File: config.mk
export PLATFORM = sky130hd
export DESIGN_NAME = gfs_fix_status
export DESIGN_NICKNAME = d
export VERILOG_FILES = /design/src/inc/gfs_pkg.sv /design/src/gfs_chan_trk.sv /design/src/gfs_fix_status.sv
export VERILOG_INCLUDE_DIRS = /design/src /design/src/inc
export SDC_FILE = /design/constraint.sdc
export NUM_CORES = 2
export LEC_CHECK = 0
export ABC_AREA = 1
export BUFFER_PORTS_ARGS = -buffer_cell sky130_fd_sc_hd__buf_2
export CAP_MARGIN = 20
export CELL_PAD_IN_SITES_DETAIL_PLACEMENT = 1
export CELL_PAD_IN_SITES_GLOBAL_PLACEMENT = 1
export CORE_MARGIN = 8
export CORE_UTILIZATION = 44
export DETAILED_ROUTE_END_ITERATION = 7
export GPL_ROUTABILITY_DRIVEN = 0
export HOLD_SLACK_MARGIN = 0.08
export MAX_ROUTING_LAYER = met4
export PLACE_DENSITY = 0.92
export SYNTH_ARGS = -nofsm -noshare
export SYNTH_HDL_FRONTEND = slang
export SYNTH_SLANG_ARGS = --single-unit
export TNS_END_PERCENT = 30
File: constraint.sdc
create_clock -name mclk_in -period 7.2 [get_ports mclk_in]
set_input_delay 0.36 -clock mclk_in [delete_from_list [all_inputs] [get_ports mclk_in]]
set_output_delay 0.36 -clock mclk_in [all_outputs]
set_load 0.02 [all_outputs]
File: src/inc/gfs_params.svh
`ifndef GFS_PARAMS_SVH
`define GFS_PARAMS_SVH

// clock rate
`define GFS_CLK_HZ 20000000
`define GFS_CLK_KHZ 20000

// correlator bank
`define GFS_NUM_CH 15
`define GFS_IF_KHZ 4092

// carrier-to-noise thresholds, dBc-Hz
`define GFS_CN0_ACQ 8'd38
`define GFS_CN0_TRK 8'd25
`define GFS_CN0_FADE 8'd18
`define GFS_CN0_NAV 8'd30

// elevation mask, degrees
`define GFS_ELEV_MASK 8'sd3

// satellites needed for a 3d solution
`define GFS_MIN_SATS 4

// times in ms
`define GFS_BLINK_HALF_MS 1000
`define GFS_EPOCH_MS 1000
`define GFS_PULSE_MS 100
`define GFS_FADE_MS 3000
`define GFS_SEEK_MS 2000

// report serial line, 8n1
`define GFS_BAUD 9600
`define GFS_RPT_START 8'h24
`define GFS_RPT_BYTES 2'd3
`define GFS_FRAME_BITS 4'd10

`endif

File: src/inc/gfs_pkg.sv
package gfs_pkg;

  // one correlator channel measurement
  typedef struct packed {
    logic [7:0] cn0;
    logic signed [7:0] elev;
  } gfs_meas_s;

  // satellite offered by the search engine
  typedef struct packed {
    logic valid;
    logic [5:0] prn;
  } gfs_cand_s;

  // nav_solution status of the last period
  typedef struct packed {
    logic fix;
    logic uncertain;
    logic empty;
    logic [3:0] used;
  } gfs_nav_s;

  typedef enum {FIX_NONE, FIX_SEARCH, FIX_VALID} gfs_fix_e;

  typedef enum {TRK_FREE, TRK_SEEK, TRK_LOCK, TRK_FADE} gfs_trk_e;

endpackage

File: src/gfs_chan_trk.sv
`timescale 1ns/100ps
`include "gfs_params.svh"

module gfs_chan_trk #(
  parameter int SEEK_CYC = `GFS_CLK_KHZ * `GFS_SEEK_MS,
  parameter int FADE_CYC = `GFS_CLK_KHZ * `GFS_FADE_MS
) (
  // clock and reset
  input wire logic mclk_in,
  input wire logic rst_b_in,
  // allocation
  input wire logic assign_in,
  input wire logic [5:0] prn_in,
  input wire gfs_pkg::gfs_meas_s meas_in,
  // channel status
  output logic busy_out,
  output logic tracked_out,
  output logic nav_ok_out,
  output logic elev_ok_out,
  output logic [5:0] prn_out
);
  import gfs_pkg::*;

  localparam int TW = $clog2((SEEK_CYC > FADE_CYC ? SEEK_CYC : FADE_CYC) + 1);

  gfs_trk_e state_q;
  logic [TW-1:0] tmr_q;
  logic [5:0] prn_q;
  logic acq_lvl;
  logic keep_lvl;
  logic hold_lvl;

  // signal levels against the three thresholds
  assign acq_lvl = meas_in.cn0 >= `GFS_CN0_ACQ;
  assign keep_lvl = meas_in.cn0 > `GFS_CN0_TRK;
  assign hold_lvl = meas_in.cn0 >= `GFS_CN0_FADE;

  // channel tracking state and shared seek/fade timer
  always_ff @(posedge mclk_in) begin
    if (!rst_b_in) begin
      state_q <= TRK_FREE;
      tmr_q <= '0;
    end else begin
      case (state_q)
        TRK_FREE: begin
          tmr_q <= '0;
          if (assign_in) begin
            state_q <= TRK_SEEK;
          end
        end
        TRK_SEEK: begin
          if (acq_lvl) begin
            state_q <= TRK_LOCK;
          end else if (tmr_q == TW'(SEEK_CYC - 1)) begin
            state_q <= TRK_FREE; // give the channel back to the search
          end else begin
            tmr_q <= tmr_q + 1'b1;
          end
        end
        TRK_LOCK: begin
          tmr_q <= '0;
          if (!hold_lvl) begin
            state_q <= TRK_FREE;
          end else if (!keep_lvl) begin
            state_q <= TRK_FADE;
          end
        end
        TRK_FADE: begin
          if (!hold_lvl || tmr_q == TW'(FADE_CYC - 1)) begin
            state_q <= TRK_FREE;
          end else if (keep_lvl) begin
            state_q <= TRK_LOCK;
            tmr_q <= '0;
          end else begin
            tmr_q <= tmr_q + 1'b1;
          end
        end
        default: begin
          state_q <= TRK_FREE;
          tmr_q <= '0;
        end
      endcase
    end
  end

  // satellite number held by this channel
  always_ff @(posedge mclk_in) begin
    if (!rst_b_in) begin
      prn_q <= '0;
    end else if (assign_in && state_q == TRK_FREE) begin
      prn_q <= prn_in;
    end
  end

  assign busy_out = state_q != TRK_FREE;
  assign tracked_out = state_q == TRK_LOCK || state_q == TRK_FADE;
  assign nav_ok_out = tracked_out && meas_in.cn0 >= `GFS_CN0_NAV;
  assign elev_ok_out = meas_in.elev >= `GFS_ELEV_MASK;
  assign prn_out = prn_q;

  property p_acq_level;
    @(posedge mclk_in) disable iff (!rst_b_in)
    (state_q == TRK_SEEK) ##1 (state_q == TRK_LOCK) |-> $past(meas_in.cn0) >= `GFS_CN0_ACQ;
  endproperty
  a_acq_level: assert property (p_acq_level) else $error("lock without acquire level");

  property p_keep_lock;
    @(posedge mclk_in) disable iff (!rst_b_in)
    (state_q == TRK_LOCK && keep_lvl) |=> (state_q == TRK_LOCK);
  endproperty
  a_keep_lock: assert property (p_keep_lock) else $error("lock lost above 25");

  property p_fade_hold;
    @(posedge mclk_in) disable iff (!rst_b_in)
    (state_q == TRK_FADE && hold_lvl && tmr_q < TW'(FADE_CYC - 1)) |=> tracked_out;
  endproperty
  a_fade_hold: assert property (p_fade_hold) else $error("fade dropped early");

endmodule // gfs_chan_trk

File: src/gfs_fix_status.sv
`timescale 1ns/100ps
`include "gfs_params.svh"

module gfs_fix_status #(
  parameter int NUM_CH = `GFS_NUM_CH,
  parameter int BLINK_CYC = `GFS_CLK_KHZ * `GFS_BLINK_HALF_MS,
  parameter int EPOCH_CYC = `GFS_CLK_KHZ * `GFS_EPOCH_MS,
  parameter int PULSE_CYC = `GFS_CLK_KHZ * `GFS_PULSE_MS,
  parameter int SEEK_CYC = `GFS_CLK_KHZ * `GFS_SEEK_MS,
  parameter int FADE_CYC = `GFS_CLK_KHZ * `GFS_FADE_MS,
  parameter int BAUD_DIV = `GFS_CLK_HZ / `GFS_BAUD
) (
  // clock and reset
  input wire logic mclk_in,
  input wire logic rst_b_in,
  // correlator measurements and search offers
  input wire gfs_pkg::gfs_meas_s meas_in [NUM_CH],
  input wire gfs_pkg::gfs_cand_s cand_in,
  input wire logic [7:0] precision_dilution_in,
  // serial pins
  input wire logic rxd_in,
  output logic tx_out,
  // status pins
  output logic fix_status_out,
  output logic pos_pulse_out,
  // nav_solution status and search handshake
  output gfs_pkg::gfs_nav_s nav_solution_out,
  output logic cand_ack_out
);
  import gfs_pkg::*;

  localparam int CW = $clog2(NUM_CH + 1);
  localparam int IW = $clog2(NUM_CH);
  localparam int BW = $clog2(BLINK_CYC);
  localparam int EW = $clog2(EPOCH_CYC);
  localparam int PW = $clog2(PULSE_CYC + 1);
  localparam int DW = $clog2(BAUD_DIV);

  logic [NUM_CH-1:0] busy, tracked, nav_ok, elev_ok, dup, assign_q;
  logic [5:0] chan_prn [NUM_CH];
  logic [5:0] cand_prn_q;
  logic free_any;
  logic [IW-1:0] free_idx;
  logic [CW-1:0] trk_cnt, all_cnt, masked_cnt, used_d;
  logic issue_d, unc_d, gate_q, tick, ack_q;
  logic [EW-1:0] epoch_q;
  gfs_nav_s nav_q;
  gfs_fix_e fix_q, fix_d;
  logic [BW-1:0] blink_q;
  logic fix_out_q;
  logic [PW-1:0] pulse_q;
  logic pulse_out_q;
  logic [23:0] rpt_q;
  logic [9:0] shift_q;
  logic [3:0] bits_q;
  logic [1:0] bytes_q;
  logic [DW-1:0] baud_q;
  logic busy_tx_q, tx_q;

  for (genvar g = 0; g < NUM_CH; g++) begin : g_ch
    gfs_chan_trk #(
      .SEEK_CYC(SEEK_CYC),
      .FADE_CYC(FADE_CYC)
    ) u_trk (
      .mclk_in(mclk_in),
      .rst_b_in(rst_b_in),
      .assign_in(assign_q[g]),
      .prn_in(cand_prn_q),
      .meas_in(meas_in[g]),
      .busy_out(busy[g]),
      .tracked_out(tracked[g]),
      .nav_ok_out(nav_ok[g]),
      .elev_ok_out(elev_ok[g]),
      .prn_out(chan_prn[g])
    );
    assign dup[g] = busy[g] && (chan_prn[g] == cand_in.prn);
  end

  // receive pin unread
  // rxd_in feeds nothing, so no byte on it can reach any state

  // lowest free channel for the next offered satellite
  always_comb begin
    free_any = 1'b0;
    free_idx = '0;
    for (int i = NUM_CH - 1; i >= 0; i--) begin
      if (!busy[i]) begin
        free_any = 1'b1;
        free_idx = IW'(i);
      end
    end
  end

  // channel assignment
  // one offer per two cycles so the channel's busy flag settles first
  always_ff @(posedge mclk_in) begin
    if (!rst_b_in) begin
      assign_q <= '0;
      ack_q <= 1'b0;
      cand_prn_q <= '0;
    end else begin
      assign_q <= '0;
      ack_q <= 1'b0;
      if (cand_in.valid && assign_q == '0 && !ack_q) begin
        if (|dup) begin
          ack_q <= 1'b1; // already held, just consume the offer
        end else if (free_any) begin
          assign_q[free_idx] <= 1'b1;
          cand_prn_q <= cand_in.prn;
          ack_q <= 1'b1;
        end
      end
    end
  end

  always_comb begin
    trk_cnt = '0;
    all_cnt = '0;
    masked_cnt = '0;
    for (int i = 0; i < NUM_CH; i++) begin
      trk_cnt = trk_cnt + CW'(tracked[i]);
      all_cnt = all_cnt + CW'(nav_ok[i]);
      masked_cnt = masked_cnt + CW'(nav_ok[i] && elev_ok[i]);
    end
  end

  always_comb begin
    if (!gate_q) begin
      issue_d = all_cnt >= CW'(`GFS_MIN_SATS);
      unc_d = issue_d && masked_cnt < CW'(`GFS_MIN_SATS);
      used_d = all_cnt;
    end else begin
      issue_d = masked_cnt >= CW'(`GFS_MIN_SATS);
      unc_d = 1'b0;
      used_d = masked_cnt;
    end
  end

  assign tick = epoch_q == EW'(EPOCH_CYC - 1);
  always_ff @(posedge mclk_in) begin
    if (!rst_b_in) begin
      epoch_q <= '0;
    end else begin
      epoch_q <= tick ? '0 : epoch_q + 1'b1;
    end
  end

  always_ff @(posedge mclk_in) begin
    if (!rst_b_in) begin
      gate_q <= 1'b0;
    end else if (tick && issue_d) begin
      gate_q <= 1'b1;
    end
  end

  always_ff @(posedge mclk_in) begin
    if (!rst_b_in) begin
      nav_q <= '0;
    end else if (tick) begin
      nav_q.fix <= issue_d;
      nav_q.uncertain <= unc_d;
      nav_q.empty <= !issue_d;
      nav_q.used <= 4'(used_d);
    end else if (trk_cnt == '0) begin
      nav_q.fix <= 1'b0; // losing every satellite ends the fix at once
    end
  end

  always_comb begin
    if (trk_cnt == '0) begin
      fix_d = FIX_NONE;
    end else if (nav_q.fix) begin
      fix_d = FIX_VALID;
    end else begin
      fix_d = FIX_SEARCH;
    end
  end

  always_ff @(posedge mclk_in) begin
    if (!rst_b_in) begin
      fix_q <= FIX_NONE;
      blink_q <= '0;
    end else begin
      fix_q <= fix_d;
      if (fix_d != fix_q || blink_q == BW'(BLINK_CYC - 1)) begin
        blink_q <= '0;
      end else begin
        blink_q <= blink_q + 1'b1;
      end
    end
  end

  // blink half periods
  // search starts on the high half so a glance sees tracking promptly
  always_ff @(posedge mclk_in) begin
    if (!rst_b_in) begin
      fix_out_q <= 1'b0;
    end else if (fix_d != fix_q) begin
      fix_out_q <= fix_d != FIX_NONE;
    end else if (fix_q == FIX_SEARCH && blink_q == BW'(BLINK_CYC - 1)) begin
      fix_out_q <= !fix_out_q;
    end
  end

  always_ff @(posedge mclk_in) begin
    if (!rst_b_in) begin
      pulse_q <= '0;
      pulse_out_q <= 1'b0;
    end else if (tick && issue_d) begin
      pulse_q <= PW'(PULSE_CYC - 1);
      pulse_out_q <= 1'b1;
    end else if (pulse_q != '0 && trk_cnt != '0) begin // total loss cuts the mark
      pulse_q <= pulse_q - 1'b1;
    end else begin
      pulse_out_q <= 1'b0;
    end
  end

  // dilution passed through
  // a report still leaving at the next tick skips that tick's report
  always_ff @(posedge mclk_in) begin
    if (!rst_b_in) begin
      rpt_q <= '0;
      shift_q <= '1;
      bits_q <= '0;
      bytes_q <= '0;
      baud_q <= '0;
      busy_tx_q <= 1'b0;
      tx_q <= 1'b1;
    end else if (tick && !busy_tx_q) begin
      rpt_q <= {`GFS_RPT_START, 1'b0, issue_d, unc_d, !issue_d, 4'(used_d),
                precision_dilution_in};
      bytes_q <= `GFS_RPT_BYTES;
      bits_q <= '0;
      baud_q <= '0;
      busy_tx_q <= 1'b1;
    end else if (busy_tx_q) begin
      if (baud_q != '0) begin
        baud_q <= baud_q - 1'b1;
      end else if (bits_q != '0) begin
        tx_q <= shift_q[0];
        shift_q <= {1'b1, shift_q[9:1]};
        bits_q <= bits_q - 1'b1;
        baud_q <= DW'(BAUD_DIV - 1);
      end else if (bytes_q != '0) begin
        shift_q <= {1'b1, rpt_q[23:16], 1'b0};
        rpt_q <= {rpt_q[15:0], 8'h00};
        bytes_q <= bytes_q - 1'b1;
        bits_q <= `GFS_FRAME_BITS;
      end else begin
        busy_tx_q <= 1'b0;
      end
    end
  end

  assign tx_out = tx_q;
  assign fix_status_out = fix_out_q;
  assign pos_pulse_out = pulse_out_q;
  assign nav_solution_out = nav_q;
  assign cand_ack_out = ack_q;

  property p_none_low;
    @(posedge mclk_in) disable iff (!rst_b_in)
    (trk_cnt == '0) |=> !fix_status_out && !pos_pulse_out ##0 $past(!issue_d);
  endproperty
  a_none_low: assert property (p_none_low) else $error("status high with nothing tracked");

  property p_blink_edge;
    @(posedge mclk_in) disable iff (!rst_b_in)
    (fix_q == FIX_SEARCH && $past(fix_q) == FIX_SEARCH && $changed(fix_status_out))
      |-> $past(blink_q) == BW'(BLINK_CYC - 1);
  endproperty
  a_blink_edge: assert property (p_blink_edge) else $error("blink toggled off count");

  property p_valid_high;
    @(posedge mclk_in) disable iff (!rst_b_in)
    (fix_q == FIX_VALID) |-> fix_status_out && $past(nav_solution_out.fix);
  endproperty
  a_valid_high: assert property (p_valid_high) else $error("valid fix not high");

  property p_fix_four;
    @(posedge mclk_in) disable iff (!rst_b_in)
    nav_solution_out.fix |-> nav_solution_out.used >= 4'(`GFS_MIN_SATS);
  endproperty
  a_fix_four: assert property (p_fix_four) else $error("fix on too few satellites");

  property p_pulse_cause;
    @(posedge mclk_in) disable iff (!rst_b_in)
    $rose(pos_pulse_out) |-> $past(tick) && $past(issue_d) && nav_solution_out.fix;
  endproperty
  a_pulse_cause: assert property (p_pulse_cause) else $error("pulse without issued fix");

  property p_uncertain;
    @(posedge mclk_in) disable iff (!rst_b_in)
    (tick && !gate_q && all_cnt >= CW'(`GFS_MIN_SATS) && masked_cnt < CW'(`GFS_MIN_SATS))
      |=> nav_solution_out.uncertain && nav_solution_out.fix && gate_q;
  endproperty
  a_uncertain: assert property (p_uncertain) else $error("low-satellite fix not flagged");

  property p_gated_empty;
    @(posedge mclk_in) disable iff (!rst_b_in)
    (tick && gate_q && masked_cnt < CW'(`GFS_MIN_SATS)) |=> nav_solution_out.empty;
  endproperty
  a_gated_empty: assert property (p_gated_empty) else $error("gated report not empty");

  property p_bit_steady;
    @(posedge mclk_in) disable iff (!rst_b_in)
    (busy_tx_q && baud_q != '0) |=> $stable(tx_out);
  endproperty
  a_bit_steady: assert property (p_bit_steady) else $error("serial bit changed mid bit");

  property p_blink_restart;
    @(posedge mclk_in) disable iff (!rst_b_in)
    (fix_d != fix_q) |=> blink_q == '0;
  endproperty
  a_blink_restart: assert property (p_blink_restart) else $error("blink count not restarted");

endmodule // gfs_fix_status

# Yosys cells after proc, flatten, opt, wreduce, memory -nomap -nowiden
# Index checks and enable logic that the tools add are counted.
# totals
reg_bits,1149
latch_bits,0
ramBits,0
romBits,0
input_bits,258
output_inout_bits,11
wordCells,935
n_memories,0
# classes
add_sub_neg,63
multipliers,0
div_mod_pow,0
n_lt_le_gt_ge,80
eq_ne,232
shift,0
mux,263
bitwise_logic,7
reduce_logical,222
# ops
operator,count
32-bit two-way mux,105
32-bit one-hot mux with 4 select lines,15
26-bit two-way mux,60
"32-bit by 2-bit equality test with 1-bit output, second input constant",31
"32-bit by 3-bit equality test with 1-bit output, second input constant",30
32-bit zero test,30
"26-bit equality test, second input constant",30
26-bit one-hot mux with 2 select lines,15
32-bit nonzero test,16
"32-bit by 1-bit equality test with 1-bit output, second input constant",15
"26-bit by 1-bit adder with 26-bit output, second input constant",15
"8-bit by 5-bit >= comparator with 1-bit output, second input constant",30
4-bit by 1-bit adder with 4-bit output,33
"2-bit != test, second input constant",63
"8-bit by 3-bit >= comparator with 1-bit output, second input constant",15
"8-bit by 6-bit >= comparator with 1-bit output, second input constant",15
"8-bit by 5-bit > comparator with 1-bit output, second input constant",15
22-bit two-way mux,5
6-bit equality test,15
"3-bit by 1-bit != test with 1-bit output, second input constant",30
4-bit AND reduction,19
4-bit two-way mux,18
1-bit logical AND,68
3-bit AND reduction,17
other kinds (34),162

# Depth between registers and ports, before layout
# depth
ltp_word,22
ltp_mapped,24
mapped_depth_nobuf,23

# Cells and area by module
# A second synthesis with hierarchy kept.
# unflattened
cells_unflattened,7859
area_unflattened_um2,46857.4
# modules_own_cells
module,instances,cells_per_inst,area_each_um2,seq_area_each_um2
gfs_chan_trk at g_ch[0].u_trk ...,14,420,2449.8,680.7
gfs_fix_status,1,1540,9938.3,3163.0
gfs_chan_trk at g_ch[4].u_trk,1,439,2621.3,680.7

# Least setup slack after synthesis
# No wires, ideal clock.
# synth_timing
kind,reg2reg
startpoint,register g_ch[7].u_trk.state_q[1]
endpoint,register pulse_q[8]
setup_ps,115
arrival_ps,5248
required_ps,7085
path_slack_ps,1837
path_stages_with_launch,22
n_path_buf,2
synth_period_minus_slack_ps,5363
path_cell_list,dfxtp_1 -> clkbuf_1 -> buf_1 -> o21ai_0 -> a311oi_1 -> fa_1 -> inv_1 -> fa_1 -> fa_1 -> fa_1 -> fa_1 -> fa_1 -> xnor2_1 -> inv_1 -> o21ai_0 -> nor2_1 -> inv_1 -> nand2_1 -> nand2_2 -> a21oi_1 -> o21ai_0 -> inv_1
# synth_via
elab_chain_len,16
word_cells_on_any_way,36
classes_between,add/sub: 24; order compare: 2; eq/ne: 2; mux: 1; reduce/logical: 7
# synth_lines
element,line_no,text
from (decl),gfs_chan_trk.sv:26,gfs_trk_e state_q;
from (signal assigned),gfs_chan_trk.sv:41,state_q <= TRK_FREE;
from (signal assigned),gfs_chan_trk.sv:48,state_q <= TRK_SEEK;
from (signal assigned),gfs_chan_trk.sv:53,state_q <= TRK_LOCK;
32-bit by 3-bit equality test with 1-bit output,gfs_chan_trk.sv:96,assign tracked_out = state_q == TRK_LOCK || state_q == TRK_FADE;
1-bit logical OR *,gfs_chan_trk.sv:96,
1-bit logical AND (no source line),--,
1-bit logical AND,gfs_fix_status.sv:123,masked_cnt = masked_cnt + CW'(nav_ok[i] && elev_ok[i]);
4-bit by 1-bit adder with 4-bit output (8 in a row),gfs_fix_status.sv:123,
4-bit by 3-bit >= comparator with 1-bit output,gfs_fix_status.sv:133,issue_d = masked_cnt >= CW'(`GFS_MIN_SATS);
1-bit two-way mux,gfs_fix_status.sv:128,if (!gate_q) begin
1-bit logical AND,gfs_fix_status.sv:209,end else if (tick && issue_d) begin
2-bit OR reduction (no source line),--,
to (signal assigned),gfs_fix_status.sv:210,pulse_q <= PW'(PULSE_CYC - 1);
to (signal assigned),gfs_fix_status.sv:213,pulse_q <= pulse_q - 1'b1;
to (decl),gfs_fix_status.sv:51,logic [PW-1:0] pulse_q;
# Mark *: on every way between the ends. The rest lies on a longest branch, timed or not.
# A chain may end at the register's enable or synchronous reset.

# Worst setup path after layout
# layout_timing
startpoint,register g_ch[9].u_trk.state_q[1]
endpoint,register pulse_q[8]
# layout_via
elab_chain_len,14
word_cells_on_any_way,30
classes_between,add/sub: 18; order compare: 2; eq/ne: 2; mux: 1; reduce/logical: 7
# layout_lines
element,line_no
from (decl),gfs_chan_trk.sv:26
from (signal assigned),gfs_chan_trk.sv:41
from (signal assigned),gfs_chan_trk.sv:48
from (signal assigned),gfs_chan_trk.sv:53
32-bit by 3-bit equality test with 1-bit output,gfs_chan_trk.sv:96
1-bit logical OR *,gfs_chan_trk.sv:96
1-bit logical AND (no source line),--
1-bit logical AND,gfs_fix_status.sv:123
4-bit by 1-bit adder with 4-bit output (6 in a row),gfs_fix_status.sv:123
4-bit by 3-bit >= comparator with 1-bit output,gfs_fix_status.sv:133
1-bit two-way mux,gfs_fix_status.sv:128
1-bit logical AND,gfs_fix_status.sv:209
2-bit OR reduction (no source line),--
# Marks and branches as above.

==> results.ini <==
[yosys]
ys_ff_latch = 668
synth_edf_count = 0
synth_area_leaders = dfxtp_1 (30%), nand2_1 (17%), nor2_1 (7.7%)
yosysSeqAreaShare_pct = 29.89
ys.flop_type = dfxtp_1
yosys-top-cells-count = nand2_1 (2016), nor2_1 (920), inv_1 (767)
synth_top_area_cell = dfxtp_1
synth.most_common_cell = nand2_1
synth_area_um2 = 44740
synth_fp_nets = 7461
synth_cell_type_count = 63
synthArstFlopShare_pct = 0
syn_inst = 7146
postSynthAreaPerCell_um2 = 6.261
netlist.area_leader.share_pct = 29.89
ys_warn_count = 0

[floorplan]
die_area_um2 = 112100
pin_count = 269
fp.dieH_um = 334.9
core_um2 = 101300
rows = 117
initial_core_util_pct = 44.16
chipWidth_um = 334.9

[drt]
drc = 0
wl_um = 165100
drtIter0Drc = 3858
vias = 49854
wl_per_cell_um = 19.00
vias_per_cell = 5.739
antenna_left = 0
first_pass_iters = 6

[sta]
skew_ns = 0.04742
worst-slew-pin-transition_ns = 1.220
rsz0062_at_grt = false
fmax_mhz = 154.9
finalSetupViolations = 0
period_share_pct = 89.69
layout_min_cycle_time_ns = 6.458
finalHoldViolCount = 0
drv_slew = 0
max_slew_margin_pct = 18.12
fin_tns_setup_ns = 0

[placed_design]
dp.cells = 8533
place.port_buffers = 252
dp_hpwl_um = 115000

[worst_setup_path]
r2r_cells = 20
path_buf_inv = 5
path_class = flip-flop to flip-flop
path_depth = 20
crit_required_ns = 7.72
worst_setup_path_end_kind = flip-flop
slowest_stage = fa_1
crit_chain = o21ai_0, buf_4, a311oi_1, fa_1, inv_1, fa_1, fa_1, fa_1, fa_1, fa_1, xnor2_1, inv_1, o21ai_0, nor2_1, inv_1, nand2_1, nand2_2, a21oi_1, o21ai_0, inv_1
cp_slowest_stage_delay_ns = 0.61
critPathMostFrequentCell = fa_1
critPathLaunchType = flip-flop
cpLargestDelayFamily = adder cells
cp.arrival_ns = 6.98
crit_fanout = 10

[status]
status = finished clean

[global_route]
grt.overflow.total = 0
antenna_found_initial = 3
grt_pass1_vias = 52064
grt_pass1_wl_um = 264900
grt_use_total_pct = 28.77
grt_max_degree = 151

[worst_hold_path]
hold_class = input port to flip-flop
hold_path_depth = 4

[cts]
clk_pin_slew_ns = 0.06
root_buffer = clkbuf_16
cts_buffers = 80
clkLatencyLatePin_ns = 0.67
cts_resized = 0
cts_tree = done
clock-sinks = 668
clockBufferDepth = 3
h-tree-depth = 3

[layout]
layout.nets = 7571
synthToLayoutAreaGrowth_pct = 10.67
fin_cells = 8687
drive_above_1_share_pct = 8.037

[power_and_ir_drop]
power_uw = 10930
ir_drop_v = 0.0001926
p_leak_uw = 0.01741
p_per_area_nw_per_um2 = 220.7

[job]
cap_violations = 0

==> where the power goes <==
group	leakage, uW	internal [uW]	switching (uW)	total [uW]
clock network	0.00133	2590	1780	4370
registers	0.00539	3820	190	4010
logic	0.0107	669	1880	2540
==> per-stage QoR <==
| step | area [um2] | worst slack [ns] | hold slack (ns) | util (%) |
|---|---|---|---|---|
| floorplan | 44740 | 1.837 | 0.4175 | - |
| global placement | 46610 | 1.049 | 0.4245 | 46.02 |
| detailed placement | 46640 | 0.9301 | 0.4462 | 46.05 |
| CTS | 49460 | 0.9328 | 0.09785 | 48.82 |
| global route | 49520 | 0.5869 | 0.1697 | 48.88 |
| finish | 49520 | 0.7423 | 0.1313 | 48.88 |
==> layout make-up <==
type / count / area (um2)
fillers: 13902 / 51790
multi-input cells: 5400 / 26950
flip-flops and latches: 668 / 13370
inverters: 805 / 3029
clock buffers: 105 / 2241
well taps: 1368 / 1712
repair buffers: 301 / 1693
clock inverters: 37 / 511.7
diodes: 3 / 7.507
==> timing repair <==
| action | in CTS | in global routing |
|---|---|---|
| setup buffers | 0 | 0 |
| hold endpoints to repair | 6 | 0 |
| hold buffers | 6 | 0 |
==> flip-flops by register name, indices dropped and copies added (netlist names), 2 cells and up <==
register	cells
fix_q	2
rpt_q	24
g_ch.u_trk.tmr_q	390
g_ch.u_trk.prn_out	90
epoch_q	25
baud_q	12
nav_solution_out	7
bits_q	4
bytes_q	2
cand_prn_q	6
blink_q	25
g_ch.u_trk.state_q	30
shift_q	9
pulse_q	21
assign_q	15
==> cells in the final DEF, fill, tap and decap left out, types with 12 or more instances in the layout <==
master	Yosys	routed
nand2_1	2016	2016
nor2_1	920	920
inv_1	767	766
dfxtp_1	668	668
a21oi_1	454	453
nand3_1	418	418
a211oi_1	271	271
o21ai_0	260	253
buf_2	51	251
nor3_1	205	205
xor2_1	197	197
nand4_1	187	187
clkbuf_16	0	84
xnor2_1	78	78
nor4_1	50	50
buf_4	11	38
fa_1	30	30
inv_2	27	27
ha_1	27	27
nor2_2	26	26
or2_2	23	23
a31oi_1	22	22
o21ai_1	14	21
nand2_2	16	16
nor3_2	16	16
clkbuf_1	169	15
o211ai_1	13	13
nand3b_1	13	13
nor3b_1	13	13
a311o_1	12	12
a21oi_2	11	12
clkinv_2	0	12
==> logic make-up after synthesis <==
logic type	share of synthesized area, %
buffers and inverters	9.883
and+or+nand+nor	37.86
adders and majority gates	2.097
xor gates and xnor gates	5.384
DFF	29.89
muxes	0.1566
AOI/OAI and AO/OA	14.72
==> path summary, 6_finish.rpt <==
check                                              start  slack (ns)    endpoint
worst max-delay path            g_ch[9].u_trk.state_q[1]        0.74  pulse_q[8]
worst min-delay path            precision_dilution_in[3]        0.13    rpt_q[3]
worst min register to register                blink_q[0]        0.45  blink_q[0]
worst max register to register  g_ch[9].u_trk.state_q[1]        0.74  pulse_q[8]
==> metal layers <==
metal / global-route usage [%] / up-vias / part of all wire [%]
met5: - / - / 0
met4: 12.59 / 0 / 4.1
met3: 3.670 / 489 / 5.6
met2: 48.45 / 1602 / 48
met1: 34.47 / 24225 / 42
li1: - / 23538 / -
==> worst reg2reg max path, delay by kind of cell (launching register included) <==
family | cells | cell delay, ns
xor gates and xnor gates | 1 | 0.15
adders and majority gates | 6 | 3.01
buffers and inverters | 5 | 0.61
and+or+nand+nor | 3 | 0.70
AOI/OAI and AO/OA | 5 | 1.33
DFF | 1 | 0.54
Power figures use the tool's default switching activity.
